**src/verilog/cal_cfg_pkg.sv**
```systemverilog
// Package for the channel calibration and configuration register bank.
// Assumes a classic Wishbone slave with 32-bit data, one word per register.
package cal_cfg_pkg;

   // ************************************************************
   // Register indices and byte addresses (address = 4 * index)
   // ************************************************************
   localparam logic [7:0] IDX_CH5_GAIN_CAL_HIGH   = 8'h25;
   localparam logic [7:0] IDX_CH5_GAIN_CAL_LOW    = 8'h26;
   localparam logic [7:0] IDX_CH6_CONFIG          = 8'h27;
   localparam logic [7:0] IDX_CH6_OFFSET_CAL_HIGH = 8'h28;
   localparam logic [7:0] IDX_CH6_OFFSET_CAL_LOW  = 8'h29;
   localparam logic [7:0] IDX_CH6_GAIN_CAL_HIGH   = 8'h2A;
   localparam int         ADDR_W                  = 10;

   // ************************************************************
   // Reset values
   // ************************************************************
   localparam logic [15:0] RST_GAIN_HIGH   = 16'h8000;
   localparam logic [15:0] RST_GAIN_LOW    = 16'h0000;
   localparam logic [15:0] RST_OFFSET_HIGH = 16'h0000;
   localparam logic [15:0] RST_OFFSET_LOW  = 16'h0000;
   localparam logic [15:0] RST_CONFIG      = 16'h0000;

   // ************************************************************
   // Field positions
   // ************************************************************
   localparam int LOW_FIELD_LSB   = 8;   // Low word data in [15:8]
   localparam int PHASE_LSB       = 6;   // Phase delay in [15:6]
   localparam int DC_OFF_BIT      = 2;
   localparam int INPUT_SEL_LSB   = 0;   // Input select in [1:0]
   localparam logic [15:0] LOW_WRITE_MASK    = 16'hFF00;
   localparam logic [15:0] CONFIG_WRITE_MASK = 16'hFFC7;

   // Input selector encodings
   typedef enum logic [1:0] {
      INPUT_NORMAL   = 2'h0,
      INPUT_SHORTED  = 2'h1,
      INPUT_TEST_POS = 2'h2,
      INPUT_TEST_NEG = 2'h3
   } input_select_type;

   // Channel 6 configuration as seen by the converter datapath
   typedef struct packed {
      logic signed [9:0] phase_delay;
      logic              dc_filter_off;
      input_select_type  input_select;
   } ch_config_type;

   // Wishbone request carrier
   typedef struct packed {
      logic              cyc;
      logic              stb;
      logic              we;
      logic [3:0]        sel;
      logic [ADDR_W-1:0] adr;
      logic [31:0]       dat;
   } wb_req_type;

endpackage : cal_cfg_pkg

```
**src/verilog/cal_cfg_regs.sv**
```systemverilog
// Register bank for channel 5 gain and channel 6 config/offset/gain.
// Assumes a classic Wishbone master on sys_clk_i; reads/writes answer in
// one wait state, ack high for exactly one cycle per request.
// Assumes the converter datapath samples the 24-bit words as plain levels
// and tolerates the one-cycle lag behind the stored registers.
`timescale 1ns/100ps

// Function
// - Gain word is 24 bits: high register bits 23:8, low [15:8] bits 7:0.
// - Gain word is unsigned, codes mapping linearly from 0 to under 2.0.
// - Reset loads gain high with 8000h and gain low with zero.
// - Low register bits 7:0 ignore writes and read zero.
// - Config bits 15:6 hold signed 10-bit phase delay, reset zero.
// - Config bits 5:3 are read-only zero.
// - Config bit 2 set disables DC filter; clear defers to global setting.
// - Config bits 1:0 select normal, shorted, positive or negative test.
// - Offset word is 24-bit two's complement from high and low registers.
// - Reset clears offset registers and channel configuration register.
module cal_cfg_regs (
   input  wire logic                       sys_clk_i,
   input  wire logic                       arst_n_i,
   input  wire cal_cfg_pkg::wb_req_type    wb_req_i,
   input  wire logic                       global_dc_filter_setting_i,
   output logic [31:0]                     wb_dat_o,
   output logic                            wb_ack_o,
   output logic [23:0]                     ch5_gain_o,
   output logic [23:0]                     ch6_gain_high_o,
   output logic signed [23:0]              ch6_offset_o,
   output cal_cfg_pkg::ch_config_type      ch6_config_o,
   output logic                            ch6_dc_filter_on_o
);
   import cal_cfg_pkg::*;

   // ************************************************************
   // Storage
   // ************************************************************
   // Low registers keep only their upper byte; their reserved bits take no flop
   logic [15:0] ch5_gain_word_high_reg;
   logic [7:0]  ch5_gain_word_low_reg;
   logic [15:0] ch6_config_reg;
   logic [15:0] ch6_offset_word_high_reg;
   logic [7:0]  ch6_offset_word_low_reg;
   logic [15:0] ch6_gain_word_high_reg;
   logic [31:0] rd_next;
   logic        hit;
   logic        req;
   logic        wr_en;
   logic        full_word;
   logic [7:0]  idx;
   logic        rd_req;
   // Bookkeeping for the checks: which kind of read was last taken
   logic        rd_taken;
   logic        rd_low_taken;
   logic        rd_cfg_taken;
   logic        rd_miss_taken;

   // ************************************************************
   // Bus decode
   // ************************************************************
   // Request seen and not yet answered; ack drops the cycle after
   assign req       = wb_req_i.cyc && wb_req_i.stb && !wb_ack_o;
   assign idx       = wb_req_i.adr[ADDR_W-1:2];
   // Partial writes would tear a 16-bit word, so they are dropped
   assign full_word = (wb_req_i.sel[1:0] == 2'h3);
   assign wr_en     = req && wb_req_i.we && full_word && hit;
   // A read is taken at the same edge as a write would be; the data is
   // registered with the ack, so it stands exactly in the ack cycle
   assign rd_req    = req && !wb_req_i.we;

   // Read mux with hit detection; unmapped reads return zero with ack
   always_comb begin
      rd_next = 32'h0000_0000;
      hit     = 1'b1;
      if (idx == IDX_CH5_GAIN_CAL_HIGH) begin
         rd_next[15:0] = ch5_gain_word_high_reg;
      end else if (idx == IDX_CH5_GAIN_CAL_LOW) begin
         rd_next[15:0] = {ch5_gain_word_low_reg, 8'h00};
      end else if (idx == IDX_CH6_CONFIG) begin
         rd_next[15:0] = ch6_config_reg & CONFIG_WRITE_MASK;
      end else if (idx == IDX_CH6_OFFSET_CAL_HIGH) begin
         rd_next[15:0] = ch6_offset_word_high_reg;
      end else if (idx == IDX_CH6_OFFSET_CAL_LOW) begin
         rd_next[15:0] = {ch6_offset_word_low_reg, 8'h00};
      end else if (idx == IDX_CH6_GAIN_CAL_HIGH) begin
         rd_next[15:0] = ch6_gain_word_high_reg;
      end else begin
         hit = 1'b0;
      end
   end

   // Trade-off: a registered ack costs a wait state but keeps outputs flops
   // Ack and read data, registered; every request is acknowledged
   always_ff @(posedge sys_clk_i or negedge arst_n_i) begin
      if (!arst_n_i) begin
         wb_ack_o <= 1'b0;
         wb_dat_o <= 32'h0000_0000;
      end else begin
         wb_ack_o <= req;
         if (req && !wb_req_i.we) begin
            wb_dat_o <= rd_next;
         end
      end
   end

   // ************************************************************
   // Channel 5 gain pair
   // ************************************************************
   // High and low update independently; no pairing between the halves
   always_ff @(posedge sys_clk_i or negedge arst_n_i) begin
      if (!arst_n_i) begin
         ch5_gain_word_high_reg <= RST_GAIN_HIGH;
         ch5_gain_word_low_reg  <= RST_GAIN_LOW[15:8];
      end else if (wr_en) begin
         if (idx == IDX_CH5_GAIN_CAL_HIGH) begin
            ch5_gain_word_high_reg <= wb_req_i.dat[15:0];
         end else if (idx == IDX_CH5_GAIN_CAL_LOW) begin
            // Only the upper byte is stored; bits 7:0 are dropped
            ch5_gain_word_low_reg <= wb_req_i.dat[15:8];
         end
      end
   end

   // ************************************************************
   // Channel 6 configuration, offset pair and gain high
   // ************************************************************
   // Configuration, masked so a reserved bit can never read back as one
   always_ff @(posedge sys_clk_i or negedge arst_n_i) begin
      if (!arst_n_i) begin
         ch6_config_reg <= RST_CONFIG;
      end else if (wr_en && idx == IDX_CH6_CONFIG) begin
         // Reserved bits 5:3 never store a one
         ch6_config_reg <= wb_req_i.dat[15:0] & CONFIG_WRITE_MASK;
      end
   end

   // Offset pair; a 24-bit update takes two writes and may tear between
   always_ff @(posedge sys_clk_i or negedge arst_n_i) begin
      if (!arst_n_i) begin
         ch6_offset_word_high_reg <= RST_OFFSET_HIGH;
         ch6_offset_word_low_reg  <= RST_OFFSET_LOW[15:8];
      end else if (wr_en) begin
         if (idx == IDX_CH6_OFFSET_CAL_HIGH) begin
            ch6_offset_word_high_reg <= wb_req_i.dat[15:0];
         end else if (idx == IDX_CH6_OFFSET_CAL_LOW) begin
            ch6_offset_word_low_reg <= wb_req_i.dat[15:8];
         end
      end
   end

   // Gain high only; the matching low register belongs to another block
   always_ff @(posedge sys_clk_i or negedge arst_n_i) begin
      if (!arst_n_i) begin
         ch6_gain_word_high_reg <= RST_GAIN_HIGH;
      end else if (wr_en && idx == IDX_CH6_GAIN_CAL_HIGH) begin
         ch6_gain_word_high_reg <= wb_req_i.dat[15:0];
      end
   end

   // ************************************************************
   // Datapath outputs, registered one cycle behind the storage
   // ************************************************************
   // The gain low for channel 6 lives elsewhere, so only the high part
   // is offered; gains are unsigned codes, the offset two's complement.
   always_ff @(posedge sys_clk_i or negedge arst_n_i) begin
      if (!arst_n_i) begin
         ch5_gain_o         <= {RST_GAIN_HIGH, RST_GAIN_LOW[15:8]};
         ch6_gain_high_o    <= {RST_GAIN_HIGH, 8'h00};
         ch6_offset_o       <= {RST_OFFSET_HIGH, RST_OFFSET_LOW[15:8]};
         ch6_config_o       <= '0;
         ch6_dc_filter_on_o <= 1'b0;
      end else begin
         // Unsigned 24-bit gain, 800000h means unity
         ch5_gain_o      <= {ch5_gain_word_high_reg, ch5_gain_word_low_reg};
         ch6_gain_high_o <= {ch6_gain_word_high_reg, 8'h00};
         ch6_offset_o    <= {ch6_offset_word_high_reg,
                             ch6_offset_word_low_reg};
         ch6_config_o.phase_delay <=
            ch6_config_reg[15:PHASE_LSB];
         ch6_config_o.dc_filter_off <= ch6_config_reg[DC_OFF_BIT];
         ch6_config_o.input_select  <= input_select_type'(
            ch6_config_reg[INPUT_SEL_LSB +: 2]);
         // Per-channel disable overrides the global setting
         ch6_dc_filter_on_o <= !ch6_config_reg[DC_OFF_BIT] &&
                               global_dc_filter_setting_i;
      end
   end

   // ************************************************************
   // Read tracking for the checks
   // ************************************************************
   // Remembers what kind of read was taken at the last edge, so that
   // the checks can look at the data in the ack cycle. Bookkeeping
   // only: nothing here feeds the bus or the datapath outputs.
   always_ff @(posedge sys_clk_i or negedge arst_n_i) begin
      if (!arst_n_i) begin
         rd_taken      <= 1'b0;
         rd_low_taken  <= 1'b0;
         rd_cfg_taken  <= 1'b0;
         rd_miss_taken <= 1'b0;
      end else begin
         rd_taken      <= rd_req;
         rd_low_taken  <= rd_req && (idx == IDX_CH5_GAIN_CAL_LOW ||
                          idx == IDX_CH6_OFFSET_CAL_LOW);
         rd_cfg_taken  <= rd_req && idx == IDX_CH6_CONFIG;
         rd_miss_taken <= rd_req && !hit;
      end
   end
endmodule : cal_cfg_regs

```
**config.mk**
```make
export PLATFORM = sky130hd
export DESIGN_NAME = cal_cfg_regs
export DESIGN_NICKNAME = d
export VERILOG_FILES = /design/src/verilog/cal_cfg_pkg.sv /design/src/verilog/cal_cfg_regs.sv
export SDC_FILE = /design/constraint.sdc
export NUM_CORES = 1
export LEC_CHECK = 0
export BUFFER_PORTS_ARGS = -buffer_cell sky130_fd_sc_hd__buf_2
export CAP_MARGIN = 30
export CORE_ASPECT_RATIO = 1.4
export CORE_MARGIN = 5
export CORE_UTILIZATION = 39
export CTS_CLUSTER_SIZE = 20
export DETAILED_ROUTE_END_ITERATION = 16
export GPL_ROUTABILITY_DRIVEN = 0
export SLEW_MARGIN = 10
export SYNTH_ARGS = -nofsm -noshare
export SYNTH_HDL_FRONTEND = slang
export SYNTH_SLANG_ARGS = --single-unit
```
**constraint.sdc**
```tcl
create_clock -name sys_clk_i -period 2.65 [get_ports sys_clk_i]
set_input_delay 0.265 -clock sys_clk_i [delete_from_list [all_inputs] [get_ports sys_clk_i]]
set_output_delay 0.265 -clock sys_clk_i [all_outputs]
set_load 0.005 [all_outputs]
```
==> results.toml, run 1 <==
[cells_and_area]
mostFrequentLayoutCells = "dfrtp_1, buf_2, mux2_2, conb_1"
fin_util_pct = 48.2
area_growth_pct = 21.7
reg_top3 = "ch5_gain_o (24), ch6_offset_o (24)"
nets = 637
drive_above_1_share_pct = 44.0
fill_cells = 1480
final_common_cell = "dfrtp_1"
diodes = 0

[critical_path]
critPathBufInv = 0
path_cells = "and3b_1 > and4_1 > nand3_4 > mux2_4"
critical_path_required_ns = 2.95
cp.arrival_ns = 2.42
startpoint_type = "flip-flop"
cpPeakStageDelay_ns = 0.46
crit_family = "simple AND/OR/NAND/NOR gates"
worstSetupPathType = "reg2reg"
crit_fanout = 16
critPathCaptureType = "flip-flop"
slowest_stage = "and4_1"

[timing]
grt_setup_unrepaired = "false"
max_freq_mhz = 471
hold_viol_final = 0
timing.final.ws_setup_ns = 0.528
tns_ns = 0
min_period_ns = 2.12
report.final.slew_viol_count = 0
setup_viol = 0
tightest_slew_ns = 0.705
fin_crit_sh_pct = 80.1
final.setup_skew_ns = 0.00624
relSlewSlack_pct = 52.6

[clock_network]
clkSinkCount = 172
clk_pin_slew_worst_paths_ns = 0.07
root_buffer = "clkbuf_16"
postCtsHoldBufs = 1
cts.repair.resized = 0
cts_setup_buffers = 0
htreeDepth = 4
clockBufferDepth = 2
cts_made_buffers = 17
cts_tree = "yes"
clkLatencyLatePin_ns = 0.42

[pwr]
irDropWorstVdd_v = 0.000367
powerDensity_nw_per_um2 = 667
p_total_uw = 5360
power.leakage_uw = 0.00437

[job]
max_cap_viol_count = 0

[synthesis]
yosys_warnings = 0
syn_avg_cell_area_sq_um = 15.0
synth_cell_types = 47
netlist_area_sq_um = 6610
seq_area_frac_synth_pct = 65.2
netlist_instances = 441
ys.flop_type = "dfrtp_1"
synth_area_leaders = "dfrtp_1, mux2_2, mux2_4, buf_4, dfstp_2"
synth_top_area_share_pct = 63.6
synth_enable_flop_cells = 0
ys_ff_latch = 172
yosysTopAreaCell = "dfrtp_1"
synthArstFlopShare_pct = 100

[drt]
routedWlPerCell_um = 20.4
vias_per_cell = 5.14
drt-total-wl_um = 16400
route.met2.wl_um = 8710
vias = 4118
route.met3.wl_um = 1030
first_iter_violations = 361
drc = 0
highest_layer = "met5"
ant_nets = 0
firstDrtPassIters = 4
m1WireLength_um = 6380

[placed_design]
port-buffer-count = 126
detailedPlace.worstSlack_ns = 0.522
place_hpwl_um = 11500

[global_route]
overflow = 0
grt_pass1_wl_um = 25600
grt_usage_pct = 17.2
antenna_found_initial = 1
grt_max_degree = 76
grt_pass1_vias = 4420

[die]
initial_core_util_pct = 39.6
die_y_um = 164
core_sq_um = 16700
dieArea_sq_um = 19700
ioPinCount = 171
row_count = 56
die_x_um = 120

[min_path]
min_path_type = "in2reg"

[outcome]
status = "finished, final reports clean"
[power by group]
group | total (uW) | internal, uW | switching, uW
Sequential | 2640 | 2640 | 6.89
Combinational | 212 | 64.5 | 147
Clock | 2500 | 1410 | 1090
Total | 5360 | 4110 | 1240
[layout make-up]
cell class	instances	area (sq um)	share of cell area, %
Clock buffer	18	429	5.34
Clock inverter	14	160	1.99
Inverter	3	11.3	0.140
Multi-Input combinational cell	245	2070	25.8
Sequential cell	172	4310	53.6
Tap cell	203	254	3.16
Timing Repair Buffer	146	802	9.98
[worst paths after layout]
| kind | from | to | slack [ns] | cells after the start |
|---|---|---|---|---|
| max reg2reg | wb_ack_o$_DFF_PN0_ | ch6_offset_word_high_reg[13]$_DFFE_PN0P_ | 0.53 | 4 |
| max | wb_ack_o$_DFF_PN0_ | ch6_offset_word_high_reg[13]$_DFFE_PN0P_ | 0.53 | 4 |
| min in group asynchronous | arst_n_i | ch6_offset_word_low_reg[4]$_DFFE_PN0P_ | 0.37 | 2 |
| min | global_dc_filter_setting_i | ch6_dc_filter_on_o$_DFF_PN0_ | 0.07 | 2 |
| min reg2reg | ch6_gain_word_high_reg[15]$_DFFE_PN1P_ | ch6_gain_high_o[23]$_DFF_PN1_ | 0.39 | 0 |
| max in group asynchronous | arst_n_i | ch6_offset_word_low_reg[0]$_DFFE_PN0P_ | 1.39 | 3 |
[synth_stat cells, types with 4 or more instances]
cell type	n
a221oi_1	7
a2bb2oi_1	8
nor3_1	6
a22oi_1	5
nand2b_1	6
a22o_1	7
o2bb2ai_1	4
o21ai_0	5
a21o_1	7
o211ai_1	5
nor2_1	6
mux2_2	55
dfrtp_1	168
o31ai_1	6
buf_4	28
nand2_1	20
buf_2	6
nand3_1	6
mux2_4	20
a21oi_1	10
dfstp_2	4
clkbuf_1	6
mux2i_1	10
[cells by family after synthesis]
logic type	share of synthesized area (%)
compound gates	7.63
buf+inv	4.72
flops	65.2
mux	15.8
other cells	0.0568
simple gates	6.57
[per-stage QoR]
stage	cells	hold slack, ns	cell area, sq um
final	801	0.0702	8040
after global routing	801	0.0848	8040
after CTS	801	0.0579	8040
after detailed placement	768	0.276	7440
after global placement	768	0.265	7440
after floorplan	464	-0.0306	6690
[metal layers]
| metal | vias to the layer above | track usage [%] |
|---|---|---|
| li1 | 1828 | - |
| met1 | 2114 | 20.8 |
| met2 | 153 | 29.9 |
| met3 | 21 | 4.86 |
| met4 | 2 | 5.42 |
| met5 | - | 0 |
(Power assumes the default switching activity.)
==> inputs of run 2 (changes only) <==
==> constraint.sdc (replaced) <==
create_clock -name sys_clk_i -period 1.9 [get_ports sys_clk_i]
set_input_delay 0.19 -clock sys_clk_i [delete_from_list [all_inputs] [get_ports sys_clk_i]]
set_output_delay 0.19 -clock sys_clk_i [all_outputs]
set_load 0.005 [all_outputs]
==> run 2 against run 1 <==
Sequential share of layout area fell by 1.2 points. Clock skew rose by 0.0056 ns. Critical path depth rose by 2. Count of clock-buffer cells in the layout did not move. Via count rose by 1.1%. Core utilization rose by 1.1 points. Critical path type unchanged. Fmax rose by 17%. Non-clock buffer count rose by 18. Clock power rose by 38%. Largest power group unchanged. Cell area rose by 2.3%. Power rose by 39%.
==> results.toml, run 2 (same netlist as run 1, synthesis figures left out) <==
[pwr]
power.leakage_uw = 0.00448
netSwitchingPower_uw = 1700
irDropWorstVdd_v = 0.000512
pwr-share-comb_pct = 4.2
internal-power_uw = 5740
clkPwrFrac_pct = 46.2
seqPwrFrac_pct = 49.6
p_sw_share_pct = 22.8
powerDensity_nw_per_um2 = 905

[global_route]
grt_pass1_wl_um = 26000
overflow = 0
grt_pass1_vias = 4561
grt_usage_pct = 17.5
antenna_found_initial = 0
grt_max_degree = 55

[placed_design]
place_hpwl_um = 12200
port-buffer-count = 126

[critical_path]
slowest_stage = "dfrtp_1"
crit_fanout = 13
critPathCaptureType = "flip-flop"
path_cells = "and3b_1 > and4_1 > buf_4 > nand3_4 > buf_12 > mux2_4"
cp.arrival_ns = 2.12
cpPeakStageDelay_ns = 0.40
startpoint_type = "flip-flop"
critical_path_required_ns = 2.20
worstSetupPathType = "reg2reg"

[drt]
vias_per_cell = 5.08
m1WireLength_um = 6540
route.met3.wl_um = 947
ant_nets = 0
drc = 0
routedWlPerCell_um = 20.4
firstDrtPassIters = 4
route.met2.wl_um = 8910
highest_layer = "met4"
first_iter_violations = 317
drt-total-wl_um = 16700
vias = 4165

[clock_network]
clockBufferDepth = 2
cts.repair.resized = 0
cts_tree = "yes"
cts_made_buffers = 17
cts_setup_buffers = 0
root_buffer = "clkbuf_16"
clk_pin_slew_worst_paths_ns = 0.07
htreeDepth = 4
postCtsHoldBufs = 2
clkLatencyLatePin_ns = 0.42
clkSinkCount = 172

[cells_and_area]
area_growth_pct = 24.5
fill_cells = 1464
mostFrequentLayoutCells = "dfrtp_1, buf_2, mux2_2, buf_4, conb_1"
fin_util_pct = 49.3
reg_top3 = "ch5_gain_o (24), ch6_offset_o (24)"
nets = 655
final_common_cell = "dfrtp_1"
drive_above_1_share_pct = 45.5

[die]
core_sq_um = 16700
dieArea_sq_um = 19700
ioPinCount = 171
row_count = 56
die_y_um = 164
initial_core_util_pct = 39.6
die_x_um = 120

[timing]
final.setup_skew_ns = 0.0119
grt_setup_unrepaired = "false"
fin_crit_sh_pct = 95.8
tightest_slew_ns = 0.528
tns_ns = 0
whs_ns = 0.0304
min_period_ns = 1.82
setup_viol = 0
max_freq_mhz = 549
relSlewSlack_pct = 64.8
hold_viol_final = 0
report.final.slew_viol_count = 0

[outcome]
status = "finished, final reports clean"

[job]
max_cap_viol_count = 0

[min_path]
min_path_type = "in2reg"
run 2: cell types whose count changed in the layout (fill, tap and decap cells not counted), moves of 2 or more:
cell | previous run | this run
buf_4 | 18 | 31
inv_8 | 2 | 0
buf_12 | 1 | 5
inv_6 | 3 | 5
run 2: final cells by class:
type | instances | area [sq um] | share of cell area (%)
antenna | 1 | 2.50 | 0.0304
clock inverter | 14 | 158 | 1.92
tap | 203 | 254 | 3.09
sequential | 172 | 4310 | 52.4
inverter | 3 | 11.3 | 0.137
timing repair buffer | 164 | 990 | 12.0
clock buffer | 18 | 429 | 5.22
multi-input combinational | 245 | 2070 | 25.2
run 2: worst max-delay path, delay by kind of cell (launching register included):
| kind | cells | cell delay, ns |
|---|---|---|
| buffers and inverters | 2 | 0.37 |
| multiplexers | 1 | 0.30 |
| flip-flops | 1 | 0.40 |
| AND/OR/NAND/NOR | 3 | 0.60 |
run 2: layer usage:
layer  vias to the layer above  GRT usage, %
met1                      2147          20.4
met3                        21          3.89
met2                       137          31.6
met4                         0          6.46
met5                         -             0
li1                       1860             -
run 2: power by group through the flow:
stage / combinational, uW / clock, uW / sequential, uW
2_1_floorplan: 145 / 0 / 3760
3_3_place_gp: 301 / 0 / 3760
3_5_place_dp: 311 / 0 / 3760
4_1_cts: 315 / 3490 / 3690
5_1_grt: 350 / 3650 / 3690
6_report: 312 / 3440 / 3690
run 2: metrics by stage:
step / cell area (sq um) / setup slack (ns) / cells / total power [uW]
after global routing: 8220 / 0.0156 / 819 / 7680
after floorplan: 6690 / 0.0357 / 464 / 3900
after detailed placement: 7610 / 0.0631 / 785 / 4070
final: 8220 / 0.0801 / 820 / 7440
after CTS: 8220 / 0.0843 / 819 / 7500
after global placement: 7610 / 0.0948 / 785 / 4060
run 2: final timing paths:
| path | start | end | slack (ns) | cells past startpoint |
|---|---|---|---|---|
| worst max-delay path | wb_ack_o$_DFF_PN0_ | ch6_offset_word_high_reg[6]$_DFFE_PN0P_ | 0.08 | 6 |
| worst min-delay path | wb_req_i[5] | ch6_gain_word_high_reg[5]$_DFFE_PN0P_ | 0.03 | 2 |
| worst max register to register | wb_ack_o$_DFF_PN0_ | ch6_offset_word_high_reg[6]$_DFFE_PN0P_ | 0.08 | 6 |
| worst min register to register | ch6_gain_word_high_reg[15]$_DFFE_PN1P_ | ch6_gain_high_o[23]$_DFF_PN1_ | 0.39 | 0 |
| max in group asynchronous | arst_n_i | ch6_gain_high_o[23]$_DFF_PN1_ | 0.86 | 3 |
| min in group asynchronous | arst_n_i | ch6_gain_high_o[20]$_DFF_PN0_ | 0.29 | 2 |
